<file path="config.mk">
export PLATFORM = sky130hd
export DESIGN_NAME = dmr_router
export DESIGN_NICKNAME = d
export VERILOG_FILES = /design/src/rtl/dmr_pkg.sv /design/src/rtl/dmr_router.sv
export SDC_FILE = /design/constraint.sdc
export NUM_CORES = 1
export LEC_CHECK = 0
export ABC_AREA = 1
export BUFFER_PORTS_ARGS = -buffer_cell sky130_fd_sc_hd__buf_4
export CAP_MARGIN = 10
export CORE_AREA = 2 2 153 193
export DETAILED_ROUTE_END_ITERATION = 6
export DIE_AREA = 0 0 155 195
export PLACE_DENSITY = 0.76
export SYNTH_ARGS = -nofsm -noshare
export SYNTH_HDL_FRONTEND = slang
export SYNTH_SLANG_ARGS = --single-unit
</file>
<file path="constraint.sdc">
create_clock -name mclk -period 2.9 [get_ports mclk]
set_input_delay 0.29 -clock mclk [delete_from_list [all_inputs] [get_ports mclk]]
set_output_delay 0.29 -clock mclk [all_outputs]
set_load 0.05 [all_outputs]
</file>
<file path="src/rtl/dmr_pkg.sv">
// Shared constants and carrier types for the dual master port router
package dmr_pkg;

    // ******************************************************************
    // Widths
    // ******************************************************************
    localparam int ADDR_W   = 32;
    localparam int WIN_MSB  = 31;
    localparam int WIN_LSB  = 20;
    localparam int WIN_W    = 12;
    localparam int CSP_ID_W = 4;
    localparam int M_ID_W   = CSP_ID_W + 1;
    localparam int LEN_W    = 4;
    localparam int LOCK_W   = 2;
    localparam int USER_W   = 2;
    localparam int WB_AW    = 8;
    localparam int WB_DW    = 32;

    // ******************************************************************
    // Lock field, initiator codes, port and channel indices
    // ******************************************************************
    localparam int LOCK_LOCKED_BIT = 1;
    localparam logic [USER_W-1:0] SRC_CPU0 = 2'h0;
    localparam logic [USER_W-1:0] SRC_CPU1 = 2'h1;
    localparam logic [USER_W-1:0] SRC_CSP  = 2'h2;
    localparam logic PORT0 = 1'b0;
    localparam logic PORT1 = 1'b1;
    localparam int   CH_AW = 0;
    localparam int   CH_AR = 1;

    // ******************************************************************
    // Register map and reset values
    // ******************************************************************
    localparam logic [WB_AW-1:0] REG_CTRL   = 8'h00;
    localparam logic [WB_AW-1:0] REG_START  = 8'h04;
    localparam logic [WB_AW-1:0] REG_END    = 8'h08;
    localparam logic [WB_AW-1:0] REG_STATUS = 8'h0C;
    localparam int CTRL_FILT_BIT  = 0;
    localparam int STAT_FILT_BIT  = 0;
    localparam int STAT_PIN_BIT   = 1;
    localparam int STAT_LOAD_BIT  = 2;
    localparam logic [WIN_W-1:0] WIN_RST = 12'h000;

    // ******************************************************************
    // Carriers
    // ******************************************************************
    typedef struct packed {
        logic [ADDR_W-1:0]   addr;
        logic [CSP_ID_W-1:0] id;
        logic [LEN_W-1:0]    len;
        logic [LOCK_W-1:0]   lock;
        logic [USER_W-1:0]   src;
    } dmr_req_t;

    typedef struct packed {
        logic [ADDR_W-1:0]   addr;
        logic [M_ID_W-1:0]   id;
        logic [LEN_W-1:0]    len;
        logic [LOCK_W-1:0]   lock;
        logic [USER_W-1:0]   user;
        logic                par;
    } dmr_out_t;

endpackage : dmr_pkg

</file>
<file path="src/rtl/dmr_router.sv">
// Address router of the cluster's request traffic onto two AXI master ports
//
// Chosen here: the Wishbone register port and the register addresses.
`timescale 1ns/1ps
// Operation
// - Neither master port ever issues a locked write, so the upper write-lock bit stays low.
// - Each master port ID is one bit wider than the coherency slave port ID, five bits by default.
// - The user sideband names the initiator as processor 0, processor 1 or the coherency port.
// - Both master ports may carry optional protection, here a parity bit over the control fields.
// - Filtering is active when the enable pin is high or the control register enable bit is set.
// - With filtering active, accesses inside the window go to the second port, all others to the first.
// - Window start and end load from the 12-bit straps on leaving reset and are writable later.
// - The window is 1MB granular and holds end minus start plus one megabytes, bounds inclusive.
// - Under filtering the port choice depends on the address alone, not on type or attributes.
// - Without filtering either port may be used as long as AXI ordering is preserved.
// - Without filtering locked and exclusive accesses always use the first port.
// - Distinct ID values separate traffic streams in flight together on a port.
module dmr_router #(
    parameter bit PAR_EN = 1'b0
) (
    // Clock and reset
    input  wire logic                         mclk,
    input  wire logic                         reset_n,
    // Wishbone register slave
    input  wire logic                         wb_cyc_i,
    input  wire logic                         wb_stb_i,
    input  wire logic                         wb_we_i,
    input  wire logic [dmr_pkg::WB_AW-1:0]    wb_adr_i,
    input  wire logic [dmr_pkg::WB_DW-1:0]    wb_dat_i,
    input  wire logic [3:0]                   wb_sel_i,
    output logic      [dmr_pkg::WB_DW-1:0]    wb_dat_o,
    output logic                              wb_ack_o,
    output logic                              wb_err_o,
    // Filter pin and straps
    input  wire logic                         filter_enable_pin,
    input  wire logic [dmr_pkg::WIN_W-1:0]    filter_window_start_strap,
    input  wire logic [dmr_pkg::WIN_W-1:0]    filter_window_end_strap,
    // Upstream request channels
    input  wire logic                         up_aw_valid,
    input  wire dmr_pkg::dmr_req_t            up_aw,
    output logic                              up_aw_ready,
    input  wire logic                         up_ar_valid,
    input  wire dmr_pkg::dmr_req_t            up_ar,
    output logic                              up_ar_ready,
    // First master port
    output logic                              m0_aw_valid,
    output dmr_pkg::dmr_out_t                 m0_aw,
    input  wire logic                         m0_aw_ready,
    output logic                              m0_ar_valid,
    output dmr_pkg::dmr_out_t                 m0_ar,
    input  wire logic                         m0_ar_ready,
    output logic      [dmr_pkg::LOCK_W-1:0]   first_port_write_lock,
    // Second master port
    output logic                              m1_aw_valid,
    output dmr_pkg::dmr_out_t                 m1_aw,
    input  wire logic                         m1_aw_ready,
    output logic                              m1_ar_valid,
    output dmr_pkg::dmr_out_t                 m1_ar,
    input  wire logic                         m1_ar_ready,
    output logic      [dmr_pkg::LOCK_W-1:0]   second_port_write_lock
);

    // ******************************************************************
    // Functions
    // ******************************************************************
    function automatic logic route_port(
        input dmr_pkg::dmr_req_t           r,
        input logic                        on,
        input logic [dmr_pkg::WIN_W-1:0]   lo,
        input logic [dmr_pkg::WIN_W-1:0]   hi
    );
        logic [dmr_pkg::WIN_W-1:0] mb;
        mb = r.addr[dmr_pkg::WIN_MSB:dmr_pkg::WIN_LSB];
        // Only the address decides while filtering; type and lock are ignored
        if (on)
            route_port = (mb >= lo) && (mb <= hi);
        else if (r.lock != '0)
            route_port = dmr_pkg::PORT0;
        else
            // Fixed per initiator, so one initiator's unlocked requests never span both ports
            route_port = (r.src == dmr_pkg::SRC_CPU1);
    endfunction : route_port

    function automatic dmr_pkg::dmr_out_t shape(
        input dmr_pkg::dmr_req_t r,
        input logic              is_write
    );
        dmr_pkg::dmr_out_t o;
        o.addr = r.addr;
        o.id   = {r.src == dmr_pkg::SRC_CSP, r.id};
        o.len  = r.len;
        o.lock = r.lock;
        if (is_write)
            o.lock[dmr_pkg::LOCK_LOCKED_BIT] = 1'b0;
        o.user = r.src;
        o.par  = PAR_EN ? ^{o.addr, o.id, o.len, o.lock, o.user} : 1'b0;
        shape = o;
    endfunction : shape

    function automatic logic [dmr_pkg::WIN_W-1:0] merge_win(
        input logic [dmr_pkg::WIN_W-1:0]  old,
        input logic [dmr_pkg::WB_DW-1:0]  d,
        input logic [3:0]                 sel
    );
        merge_win = old;
        if (sel[0])
            merge_win[7:0] = d[7:0];
        if (sel[1])
            merge_win[11:8] = d[11:8];
    endfunction : merge_win

    // ******************************************************************
    // Pin and strap synchronisers
    // ******************************************************************
    logic [2:0]                 pin_sync_r;
    logic                       pin_level_r;
    logic [dmr_pkg::WIN_W-1:0]  st_s1_r, st_s2_r, st_s3_r;
    logic [dmr_pkg::WIN_W-1:0]  en_s1_r, en_s2_r, en_s3_r;
    logic                       loaded_r;
    logic [2:0]                 fill_r;
    wire                        pin_stable  = pin_sync_r[1] == pin_sync_r[2];
    wire                        strap_ok    = (st_s2_r == st_s3_r) && (en_s2_r == en_s3_r);
    // Stages start as equal reset zeros; only agreement after all have filled counts
    wire                        strap_load  = ~loaded_r & fill_r[2] & strap_ok;

    always_ff @(posedge mclk)
    begin
        if (!reset_n)
        begin
            pin_sync_r  <= '0;
            fill_r      <= '0;
            pin_level_r <= 1'b0;
            st_s1_r     <= '0;
            st_s2_r     <= '0;
            st_s3_r     <= '0;
            en_s1_r     <= '0;
            en_s2_r     <= '0;
            en_s3_r     <= '0;
        end
        else
        begin
            pin_sync_r <= {pin_sync_r[1:0], filter_enable_pin};
            fill_r     <= {fill_r[1:0], 1'b1};
            if (pin_stable)
                pin_level_r <= pin_sync_r[2];
            st_s1_r <= filter_window_start_strap;
            st_s2_r <= st_s1_r;
            st_s3_r <= st_s2_r;
            en_s1_r <= filter_window_end_strap;
            en_s2_r <= en_s1_r;
            en_s3_r <= en_s2_r;
        end
    end

    // ******************************************************************
    // Register file
    // ******************************************************************
    logic                       ctrl_en_r;
    logic [dmr_pkg::WIN_W-1:0]  start_r;
    logic [dmr_pkg::WIN_W-1:0]  end_r;
    logic [dmr_pkg::WB_DW-1:0]  rd_data;
    wire                        filt_on  = pin_level_r | ctrl_en_r;
    wire                        wb_req   = wb_cyc_i & wb_stb_i & ~wb_ack_o & ~wb_err_o;
    wire                        sel_ctrl = wb_adr_i == dmr_pkg::REG_CTRL;
    wire                        sel_st   = wb_adr_i == dmr_pkg::REG_START;
    wire                        sel_end  = wb_adr_i == dmr_pkg::REG_END;
    wire                        sel_stat = wb_adr_i == dmr_pkg::REG_STATUS;
    wire                        mapped   = sel_ctrl | sel_st | sel_end | sel_stat;
    wire                        wr       = wb_req & wb_we_i & mapped;

    always_comb
    begin
        rd_data = '0;
        if (sel_ctrl)
            rd_data[dmr_pkg::CTRL_FILT_BIT] = ctrl_en_r;
        if (sel_st)
            rd_data[dmr_pkg::WIN_W-1:0] = start_r;
        if (sel_end)
            rd_data[dmr_pkg::WIN_W-1:0] = end_r;
        if (sel_stat)
        begin
            rd_data[dmr_pkg::STAT_FILT_BIT] = filt_on;
            rd_data[dmr_pkg::STAT_PIN_BIT]  = pin_level_r;
            rd_data[dmr_pkg::STAT_LOAD_BIT] = loaded_r;
        end
    end

    always_ff @(posedge mclk)
    begin
        if (!reset_n)
        begin
            ctrl_en_r <= 1'b0;
            start_r   <= dmr_pkg::WIN_RST;
            end_r     <= dmr_pkg::WIN_RST;
            loaded_r  <= 1'b0;
            wb_ack_o  <= 1'b0;
            wb_err_o  <= 1'b0;
            wb_dat_o  <= '0;
        end
        else
        begin
            wb_ack_o <= wb_req & mapped;
            wb_err_o <= wb_req & ~mapped;
            if (wb_req)
                wb_dat_o <= rd_data;
            if (wr & sel_ctrl & wb_sel_i[0])
                ctrl_en_r <= wb_dat_i[dmr_pkg::CTRL_FILT_BIT];
            // Strap capture outranks a software write in the same cycle
            if (strap_load)
            begin
                start_r  <= st_s3_r;
                end_r    <= en_s3_r;
                loaded_r <= 1'b1;
            end
            else
            begin
                if (wr & sel_st)
                    start_r <= merge_win(start_r, wb_dat_i, wb_sel_i);
                if (wr & sel_end)
                    end_r <= merge_win(end_r, wb_dat_i, wb_sel_i);
            end
        end
    end

    // ******************************************************************
    // Routing slots, one per channel and port
    // ******************************************************************
    logic               in_v    [2];
    dmr_pkg::dmr_req_t  in_q    [2];
    logic               in_rdy_r[2];
    logic               port_rdy[2][2];
    logic               slot_v_r[2][2];
    dmr_pkg::dmr_out_t  slot_r  [2][2];

    assign in_v[dmr_pkg::CH_AW]        = up_aw_valid;
    assign in_v[dmr_pkg::CH_AR]        = up_ar_valid;
    assign in_q[dmr_pkg::CH_AW]        = up_aw;
    assign in_q[dmr_pkg::CH_AR]        = up_ar;
    assign port_rdy[dmr_pkg::CH_AW][0] = m0_aw_ready;
    assign port_rdy[dmr_pkg::CH_AW][1] = m1_aw_ready;
    assign port_rdy[dmr_pkg::CH_AR][0] = m0_ar_ready;
    assign port_rdy[dmr_pkg::CH_AR][1] = m1_ar_ready;

    for (genvar c = 0; c < 2; c++)
    begin : g_ch
        // Ready is registered, which costs one idle cycle per request
        wire       take = in_v[c] & in_rdy_r[c];
        wire       tgt  = route_port(in_q[c], filt_on, start_r, end_r);
        wire [1:0] v_nxt;
        wire [dmr_pkg::WIN_W-1:0] mb = in_q[c].addr[dmr_pkg::WIN_MSB:dmr_pkg::WIN_LSB];
        wire       in_win = (mb >= start_r) && (mb <= end_r);

        for (genvar p = 0; p < 2; p++)
        begin : g_port
            assign v_nxt[p] = (slot_v_r[c][p] & ~port_rdy[c][p]) | (take & (tgt == p));
            always_ff @(posedge mclk)
            begin
                if (!reset_n)
                begin
                    slot_v_r[c][p] <= 1'b0;
                    slot_r[c][p]   <= '0;
                end
                else
                begin
                    slot_v_r[c][p] <= v_nxt[p];
                    if (take & (tgt == p))
                        slot_r[c][p] <= shape(in_q[c], c == dmr_pkg::CH_AW);
                end
            end
        end

        always_ff @(posedge mclk)
        begin
            if (!reset_n)
                in_rdy_r[c] <= 1'b0;
            else
                in_rdy_r[c] <= ~v_nxt[0] & ~v_nxt[1];
        end

    end

    // ******************************************************************
    // Outputs
    // ******************************************************************
    assign up_aw_ready            = in_rdy_r[dmr_pkg::CH_AW];
    assign up_ar_ready            = in_rdy_r[dmr_pkg::CH_AR];
    assign m0_aw_valid            = slot_v_r[dmr_pkg::CH_AW][0];
    assign m0_aw                  = slot_r[dmr_pkg::CH_AW][0];
    assign m0_ar_valid            = slot_v_r[dmr_pkg::CH_AR][0];
    assign m0_ar                  = slot_r[dmr_pkg::CH_AR][0];
    assign m1_aw_valid            = slot_v_r[dmr_pkg::CH_AW][1];
    assign m1_aw                  = slot_r[dmr_pkg::CH_AW][1];
    assign m1_ar_valid            = slot_v_r[dmr_pkg::CH_AR][1];
    assign m1_ar                  = slot_r[dmr_pkg::CH_AR][1];
    assign first_port_write_lock  = slot_r[dmr_pkg::CH_AW][0].lock;
    assign second_port_write_lock = slot_r[dmr_pkg::CH_AW][1].lock;
endmodule : dmr_router

</file>
==> metrics.log, run 1 <==
[metrics] status: finished, final reports clean
[metrics] required time at the endpoint of the critical path: 3.31 ns
[metrics] maximum fanout along the worst path: 17
[metrics] overall fraction of global-route tracks in use: 23.3%
[metrics] detail-routed net length per standard cell: 16.6 µm
[metrics] number of endpoints failing setup at the final stage: 0
[metrics] count of instances resized after the clock tree is built: 0
[metrics] io pins: 396
[metrics] top library cells by usage in the layout, fill and taps aside: 363 x buf_4, 281 x nand2_1, 275 x inv_1, 274 x nor2_1, 178 x edfxtp_1
[metrics] cell class contributing the biggest share of worst-path delay: simple AND/OR/NAND/NOR gates
[metrics] starting density of the core: 46.7%
[metrics] share of post-route cells with drive strength above 1: 23.8%
[metrics] Crit Path Category: reg2reg
[metrics] number of setup buffers added after CTS: 0
[metrics] horizontal extent of the die: 155 µm
[metrics] hold buffers post-CTS: 27
[metrics] First-pass DRT Iterations: 5
[metrics] pin count of the biggest net entering global routing: 113
[metrics] number of warning messages in the yosys log: 0
[metrics] number of global-route vias before repair: 10324
[metrics] number of port buffers: 345
[metrics] pins over their slew limit: 0
[metrics] worst hold margin: 0.0183 ns
[metrics] most common cell after layout, fill and taps aside: buf_4
[metrics] cell with the largest stage delay on the worst path: nand3_2
[metrics] maximum clock insertion buffer count: 3
[metrics] vias per cell: 4.83
[metrics] die footprint: 0.0302 mm²
[metrics] first-pass GRT wire length: 55000 µm
[metrics] Period minus WS final: 2.50 ns
[metrics] standard-cell row count: 69
[metrics] sequential-to-total area share from yosys stat: 59.5%
[metrics] Layout Nets: 2033
[metrics] leakage dissipation: 0.00887 µW
[metrics] RePlAce Congestion: 0.933
[metrics] max-cap viol count: 0
[metrics] CP cell instances: inv_1 > ha_1 > nand2_1 > nor2_1 > and2_1 > nand4_1 > nand2_1 > nand3_2 > nand2_1 > nand3_2 > buf_4 > nor2_1
[metrics] clock tree from TritonCTS: built
[metrics] Routed Antenna Nets: 0
[metrics] Crit path arrival time: 2.91 ns
[metrics] stage delay of the slowest cell on the critical path: 0.39 ns
[metrics] Area growth, synth to finish: 31.6%
[metrics] register with the highest flop count: slot_r
[metrics] Skew-Pair Late Insertion Delay: 0.56 ns
[metrics] count of final hold-check violations: 0
[metrics] summed instance area of the synthesized netlist: 0.0132 mm²
[metrics] gate count of the mapped netlist: 1436
[metrics] leftover overflow at the end of global routing: 0
[metrics] violation count after the first detailed-route iteration: 673
[metrics] Diodes inserted: 0
[metrics] WP buf/inv: 2
[metrics] worst slew margin relative to its limit: 28.4%
[metrics] number of filler cells placed in the layout: 2309
[metrics] IR drop worst, VDD: 486 µV
[metrics] number of buffers inserted during clock tree synthesis: 30
[metrics] HPWL reported at the end of detailed placement: 27400 µm
[metrics] Max Clk Rate: 0.400 GHz
[metrics] storage element area: 0.00785 mm²
[metrics] worst-margin pin slew: 1.07 ns
[metrics] most frequently used flop master after synthesis: edfxtp_1
[metrics] Setup TNS: 0 ns
[metrics] max FFs per register: 178
[metrics] setup ws final: 0.401 ns
[metrics] area of the core region: 0.0282 mm²
[metrics] clock sink count: 303
[metrics] Cell variety after synth: 41
[metrics] async set or reset register ratio after synthesis: 0%
[metrics] post-synthesis register bit count: 303
[metrics] Clock transition at path regs: 0.07 ns
[metrics] unrepaired setup endpoints after global routing: false
[metrics] final period utilization: 86.2%
[metrics] EDFF count, synth: 178
[metrics] antenna violations before repair: 1
[metrics] Chip Height: 195 µm
[metrics] Cell Pwr Density: 587 mW/mm²
[metrics] Worst Setup End Kind: register
[metrics] per-instance average area after synthesis: 9.18 µm²
[metrics] vias after detailed routing: 10590
[metrics] Clock Tree Root: clkbuf_16
[metrics] H-tree Lvls: 1
[metrics] worst clock skew: 0.0136 ns
[metrics] multi-input logic area: 0.00394 mm²
[metrics] crit path launch type: register
[metrics] post-detailed-routing wire length: 36500 µm
[metrics] Tightest Hold Check Type: in2reg
[metrics] post-place setup slack: 0.417 ns
[metrics] cell with the most instances on the worst path: nand2_1
[metrics] # DRC: 0
worst register-to-register path, stage by stage (launching register included):
cell and delay [ns]:
dfxtp_1 0.31, inv_1 0.11, ha_1 0.32, nand2_1 0.07
nor2_1 0.12, and2_1 0.16, nand4_1 0.08, nand2_1 0.10
nand3_2 0.10, nand2_1 0.12, nand3_2 0.39, buf_4 0.34
nor2_1 0.12
where the power goes:
part | total (µW) | internal (µW) | switching [µW]
combinational | 1600 | 488 | 1110
sequential | 4840 | 4750 | 81.0
clock | 3760 | 2120 | 1640
logic make-up (layout without fill, tap and decap cells):
group	Yosys count	after routing	share of synthesized area, %
other	1	28	0.0285
DFF	303	303	59.5
and+or+nand+nor	641	641	19.7
buffers and inverters	352	727	11.4
adders and majority gates	48	48	4.56
AOI/OAI and AO/OA	81	81	4.06
xor gates and xnor gates	10	10	0.664
through the flow:
stage	cells	utilization, %	cell area [µm²]	power [µW]
2_1_floorplan	1463	-	13300	5940
3_5_place_dp	2113	57.1	16100	6490
5_1_grt	2193	61.4	17300	10500
4_1_cts	2193	61.4	17300	10300
6_report	2193	61.4	17300	10200
3_3_place_gp	2113	57.1	16100	6460
layer usage:
| metal | GRT usage, % | wire, µm | vias up |
|---|---|---|---|
| li1 | - | - | 5175 |
| met1 | 26.4 | 13500 | 4848 |
| met2 | 42.5 | 18500 | 465 |
| met3 | 4.15 | 2830 | 100 |
| met4 | 10.3 | 1650 | 2 |
| met5 | 0 | 11 | - |
worst paths after layout:
path	from	to	slack [ns]	depth (start not counted)
worst max register to register	end_r[11]$_SDFFE_PN0P_	slot_r[0][33]$_SDFFCE_PN0P_	0.40	12
worst min register to register	st_s1_r[6]$_SDFF_PN0_	st_s2_r[6]$_SDFF_PN0_	0.41	2
worst min-delay path	up_ar[0]	slot_r[1][12]$_SDFFCE_PN0P_	0.02	2
worst max-delay path	end_r[11]$_SDFFE_PN0P_	slot_r[0][33]$_SDFFCE_PN0P_	0.40	12
cells in the mapped netlist, types with 7 or more instances:
master    count  area, µm²
buf_4        35        263
clkbuf_1     14       52.6
ha_1         48        601
a21oi_1      21        105
o21ai_0      13       65.1
nand2_1     285       1070
buf_2        20        100
o221ai_1      9       78.8
dfxtp_1     125       2500
inv_1       275       1030
nand3_1      45        225
nand4_1      10       62.6
edfxtp_1    178       5350
nor2_1      274       1030
o211ai_1     27        203
nand3_2       7       70.1
area by class of cell:
| class | count | area share [%] |
|---|---|---|
| clock inverters | 16 | 0.750 |
| clock buffers | 37 | 4.78 |
| repair buffers | 396 | 18.0 |
| multi-input cells | 808 | 22.7 |
| flip-flops and latches | 303 | 45.2 |
| inverters | 278 | 6.02 |
| well taps | 355 | 2.56 |
Note: power is estimated with default switching activity, not from simulation.
==> run 2: changes to the inputs <==
--- a/config.mk
+++ b/config.mk
@@ -8,9 +8,9 @@
 export ABC_AREA = 1
 export BUFFER_PORTS_ARGS = -buffer_cell sky130_fd_sc_hd__buf_4
 export CAP_MARGIN = 10
-export CORE_AREA = 2 2 153 193
+export CORE_AREA = 2 2 171 173
 export DETAILED_ROUTE_END_ITERATION = 6
-export DIE_AREA = 0 0 155 195
+export DIE_AREA = 0 0 173 175
 export PLACE_DENSITY = 0.76
 export SYNTH_ARGS = -nofsm -noshare
 export SYNTH_HDL_FRONTEND = slang
==> metrics.log, run 2 (synthesized netlist as in run 1, its figures left out) <==
[metrics] status: finished, final reports clean
[metrics] pin count of the biggest net entering global routing: 127 (+12%)
[metrics] number of buffers inserted during clock tree synthesis: 30 (unchanged)
[metrics] leftover overflow at the end of global routing: 0 (unchanged)
[metrics] Cell Pwr Density: 598 mW/mm² (+1.9%)
[metrics] Crit Path Category: reg2reg
[metrics] sequential share of power: 46.3% (-1.2 points)
[metrics] cell-internal power: 7660 µW (+4.1%)
[metrics] RePlAce Congestion: 0.900 (-3.6%)
[metrics] HPWL reported at the end of detailed placement: 26600 µm (-3.1%)
[metrics] violation count after the first detailed-route iteration: 657 (-2.4%)
[metrics] Chip Height: 175 µm (-10%)
[metrics] Max Clk Rate: 0.413 GHz (+3.1%)
[metrics] pins over their slew limit: 0 (unchanged)
[metrics] antenna violations before repair: 2 (+1)
[metrics] max-cap viol count: 0 (unchanged)
[metrics] worst-margin pin slew: 0.534 ns (-0.541 ns)
[metrics] most common cell after layout, fill and taps aside: buf_4
[metrics] switching share of power: 26.6% (-1.2 points)
[metrics] count of instances resized after the clock tree is built: 0 (unchanged)
[metrics] Layout Nets: 2027 (-0.30%)
[metrics] clock tree from TritonCTS: built
[metrics] die footprint: 0.0303 mm² (+0.17%)
[metrics] worst clock skew: 0.0148 ns (+0.00128 ns)
[metrics] start point of the worst hold path: m0_aw_ready
[metrics] Min-Delay Endpoint: slot_v_r[0][1]$_DFF_P_
[metrics] # DRC: 0 (unchanged)
[metrics] detail-routed net length per standard cell: 16.2 µm (-2.6%)
[metrics] Routed Antenna Nets: 0 (unchanged)
[metrics] Clock transition at path regs: 0.06 ns (about the same)
[metrics] final std cells w/o fill: 2219 (+1.2%)
[metrics] reg-to-reg critical path startpoint: end_r[5]$_SDFFE_PN0P_
[metrics] share of post-route cells with drive strength above 1: 23.6% (-0.28 points)
[metrics] top library cells by usage in the layout, fill and taps aside: 354 x buf_4, 281 x nand2_1, 275 x inv_1, 274 x nor2_1, 178 x edfxtp_1
[metrics] Period minus WS final: 2.42 ns (-0.0750 ns)
[metrics] vias after detailed routing: 10508 (-0.77%)
[metrics] worst hold path cell count: 4 (+2)
[metrics] worst-case reg-to-reg path depth: 13 (+1)
[metrics] io pins: 396 (unchanged)
[metrics] register with the highest flop count: slot_r
[metrics] required time at the endpoint of the critical path: 3.30 ns (about the same)
[metrics] switching component of the power: 2770 µW (-2.0%)
[metrics] Setup TNS: 0 ns (unchanged)
[metrics] Tightest Hold Check Type: in2reg
[metrics] post-detailed-routing wire length: 36000 µm (-1.4%)
[metrics] count of final hold-check violations: 0 (unchanged)
[metrics] number of port buffers: 345 (unchanged)
[metrics] starting density of the core: 46.4% (-0.27 points)
[metrics] maximum fanout along the worst path: 26 (+9)
[metrics] IR drop worst, VDD: 437 µV (-10%)
[metrics] number of endpoints failing setup at the final stage: 0 (unchanged)
[metrics] maximum clock insertion buffer count: 3 (unchanged)
[metrics] standard-cell row count: 62 (-10%)
[metrics] H-tree Lvls: 1 (unchanged)
[metrics] combinational fraction of design power: 15.2% (-0.5 points)
[metrics] placed instance count: 2135 (+1.0%)
[metrics] clock sink count: 303 (unchanged)
[metrics] horizontal extent of the die: 173 µm (+12%)
[metrics] Clock Tree Root: clkbuf_16
[metrics] first-pass GRT wire length: 54700 µm (-0.44%)
[metrics] Skew-Pair Late Insertion Delay: 0.56 ns (about the same)
[metrics] number of global-route vias before repair: 10237 (-0.84%)
[metrics] Crit path arrival time: 2.83 ns (-0.08 ns)
[metrics] First-pass DRT Iterations: 5 (unchanged)
[metrics] vias per cell: 4.74 (-1.9%)
[metrics] area of the core region: 0.0284 mm² (+0.57%)
[metrics] worst slew margin relative to its limit: 64.3% (+36 points)
[metrics] Worst Setup End Kind: register
[metrics] clock share of power: 38.5% (+1.6 points)
[metrics] leakage dissipation: 0.00890 µW (+0.36%)
[metrics] overall power of the completed layout: 10400 µW (+2.4%)
[metrics] FF-to-FF setup slack: 0.48 ns (+0.07 ns)
[metrics] overall fraction of global-route tracks in use: 23.0% (-0.26 points)
[metrics] crit path launch type: register
[metrics] Area growth, synth to finish: 32.3%
[metrics] final period utilization: 83.6% (-2.6 points)
[metrics] unrepaired setup endpoints after global routing: false
[metrics] RR Endpoint: slot_r[0][37]$_SDFFCE_PN0P_
[metrics] max FFs per register: 178 (unchanged)
==> run 2: how the worst max path moves through the flow <==
stage	start	to	slack, ns	cells after the start
3_5_place_dp	up_aw[43]	slot_r[0][57]$_SDFFCE_PN0P_	0.45	12
4_1_cts	end_r[11]$_SDFFE_PN0P_	slot_r[0][10]$_SDFFCE_PN0P_	0.45	12
2_1_floorplan	end_r[11]$_SDFFE_PN0P_	slot_r[1][45]$_SDFFCE_PN0P_	0.19	14
5_1_grt	end_r[11]$_SDFFE_PN0P_	slot_r[0][37]$_SDFFCE_PN0P_	0.30	12
6_report	end_r[5]$_SDFFE_PN0P_	slot_r[0][37]$_SDFFCE_PN0P_	0.48	13
3_3_place_gp	up_aw[43]	slot_r[0][73]$_SDFFCE_PN0P_	0.50	12
==> run 2: worst max-delay path, stage by stage (launching register included) <==
cell and delay, ns:
dfxtp_1 0.30, inv_1 0.18, ha_1 0.29, nand2_1 0.08
nor2_1 0.03, and2_1 0.15, nand2_1 0.07, nand3_1 0.06
nand2_1 0.08, nand3_2 0.11, nand2_1 0.13, nand3_2 0.35
buf_12 0.32, nor2_1 0.11
==> run 2: layer usage <==
metal	wire, µm	part of all wire, %	global-route usage, %
met4	1900	5.3	12.5
met5	13	0.036	0
met1	13300	37	25.9
met3	2590	7.2	5.03
met2	18200	50	40.8
==> run 2: timing repair <==
| item | in CTS | in global routing |
|---|---|---|
| hold buffers | 28 | 0 |
| setup buffers | 0 | 0 |
| hold endpoints to repair | 28 | 0 |
==> run 2: layout make-up <==
cell class / count / area, µm²
inverters: 278 / 1040
fillers: 2342 / 11000
clock buffers: 46 / 872
well taps: 384 / 480
clock inverters: 9 / 159
diodes: 1 / 2.50
multi-input cells: 808 / 3940
repair buffers: 390 / 3100
flip-flops and latches: 303 / 7850
==> run 2: through the flow <==
stage / util, % / area, µm² / hold slack, ns / setup WS [ns]
after floorplan: - / 13300 / 0.318 / 0.195
final: 61.4 / 17400 / 0.0254 / 0.476
after CTS: 61.4 / 17400 / 0.00364 / 0.453
after global routing: 61.4 / 17400 / 0.0226 / 0.297
after detailed placement: 56.8 / 16100 / 0.398 / 0.452
after global placement: 56.8 / 16100 / 0.391 / 0.504
==> run 2: power by group through the flow <==
stage / Clock (µW) / Sequential (µW) / Combinational, µW
after floorplan: 0 / 5460 / 479
after global placement: 0 / 4920 / 1540
after detailed placement: 0 / 4920 / 1560
after CTS: 4070 / 4830 / 1600
after global routing: 4240 / 4850 / 1680
final: 4010 / 4830 / 1590
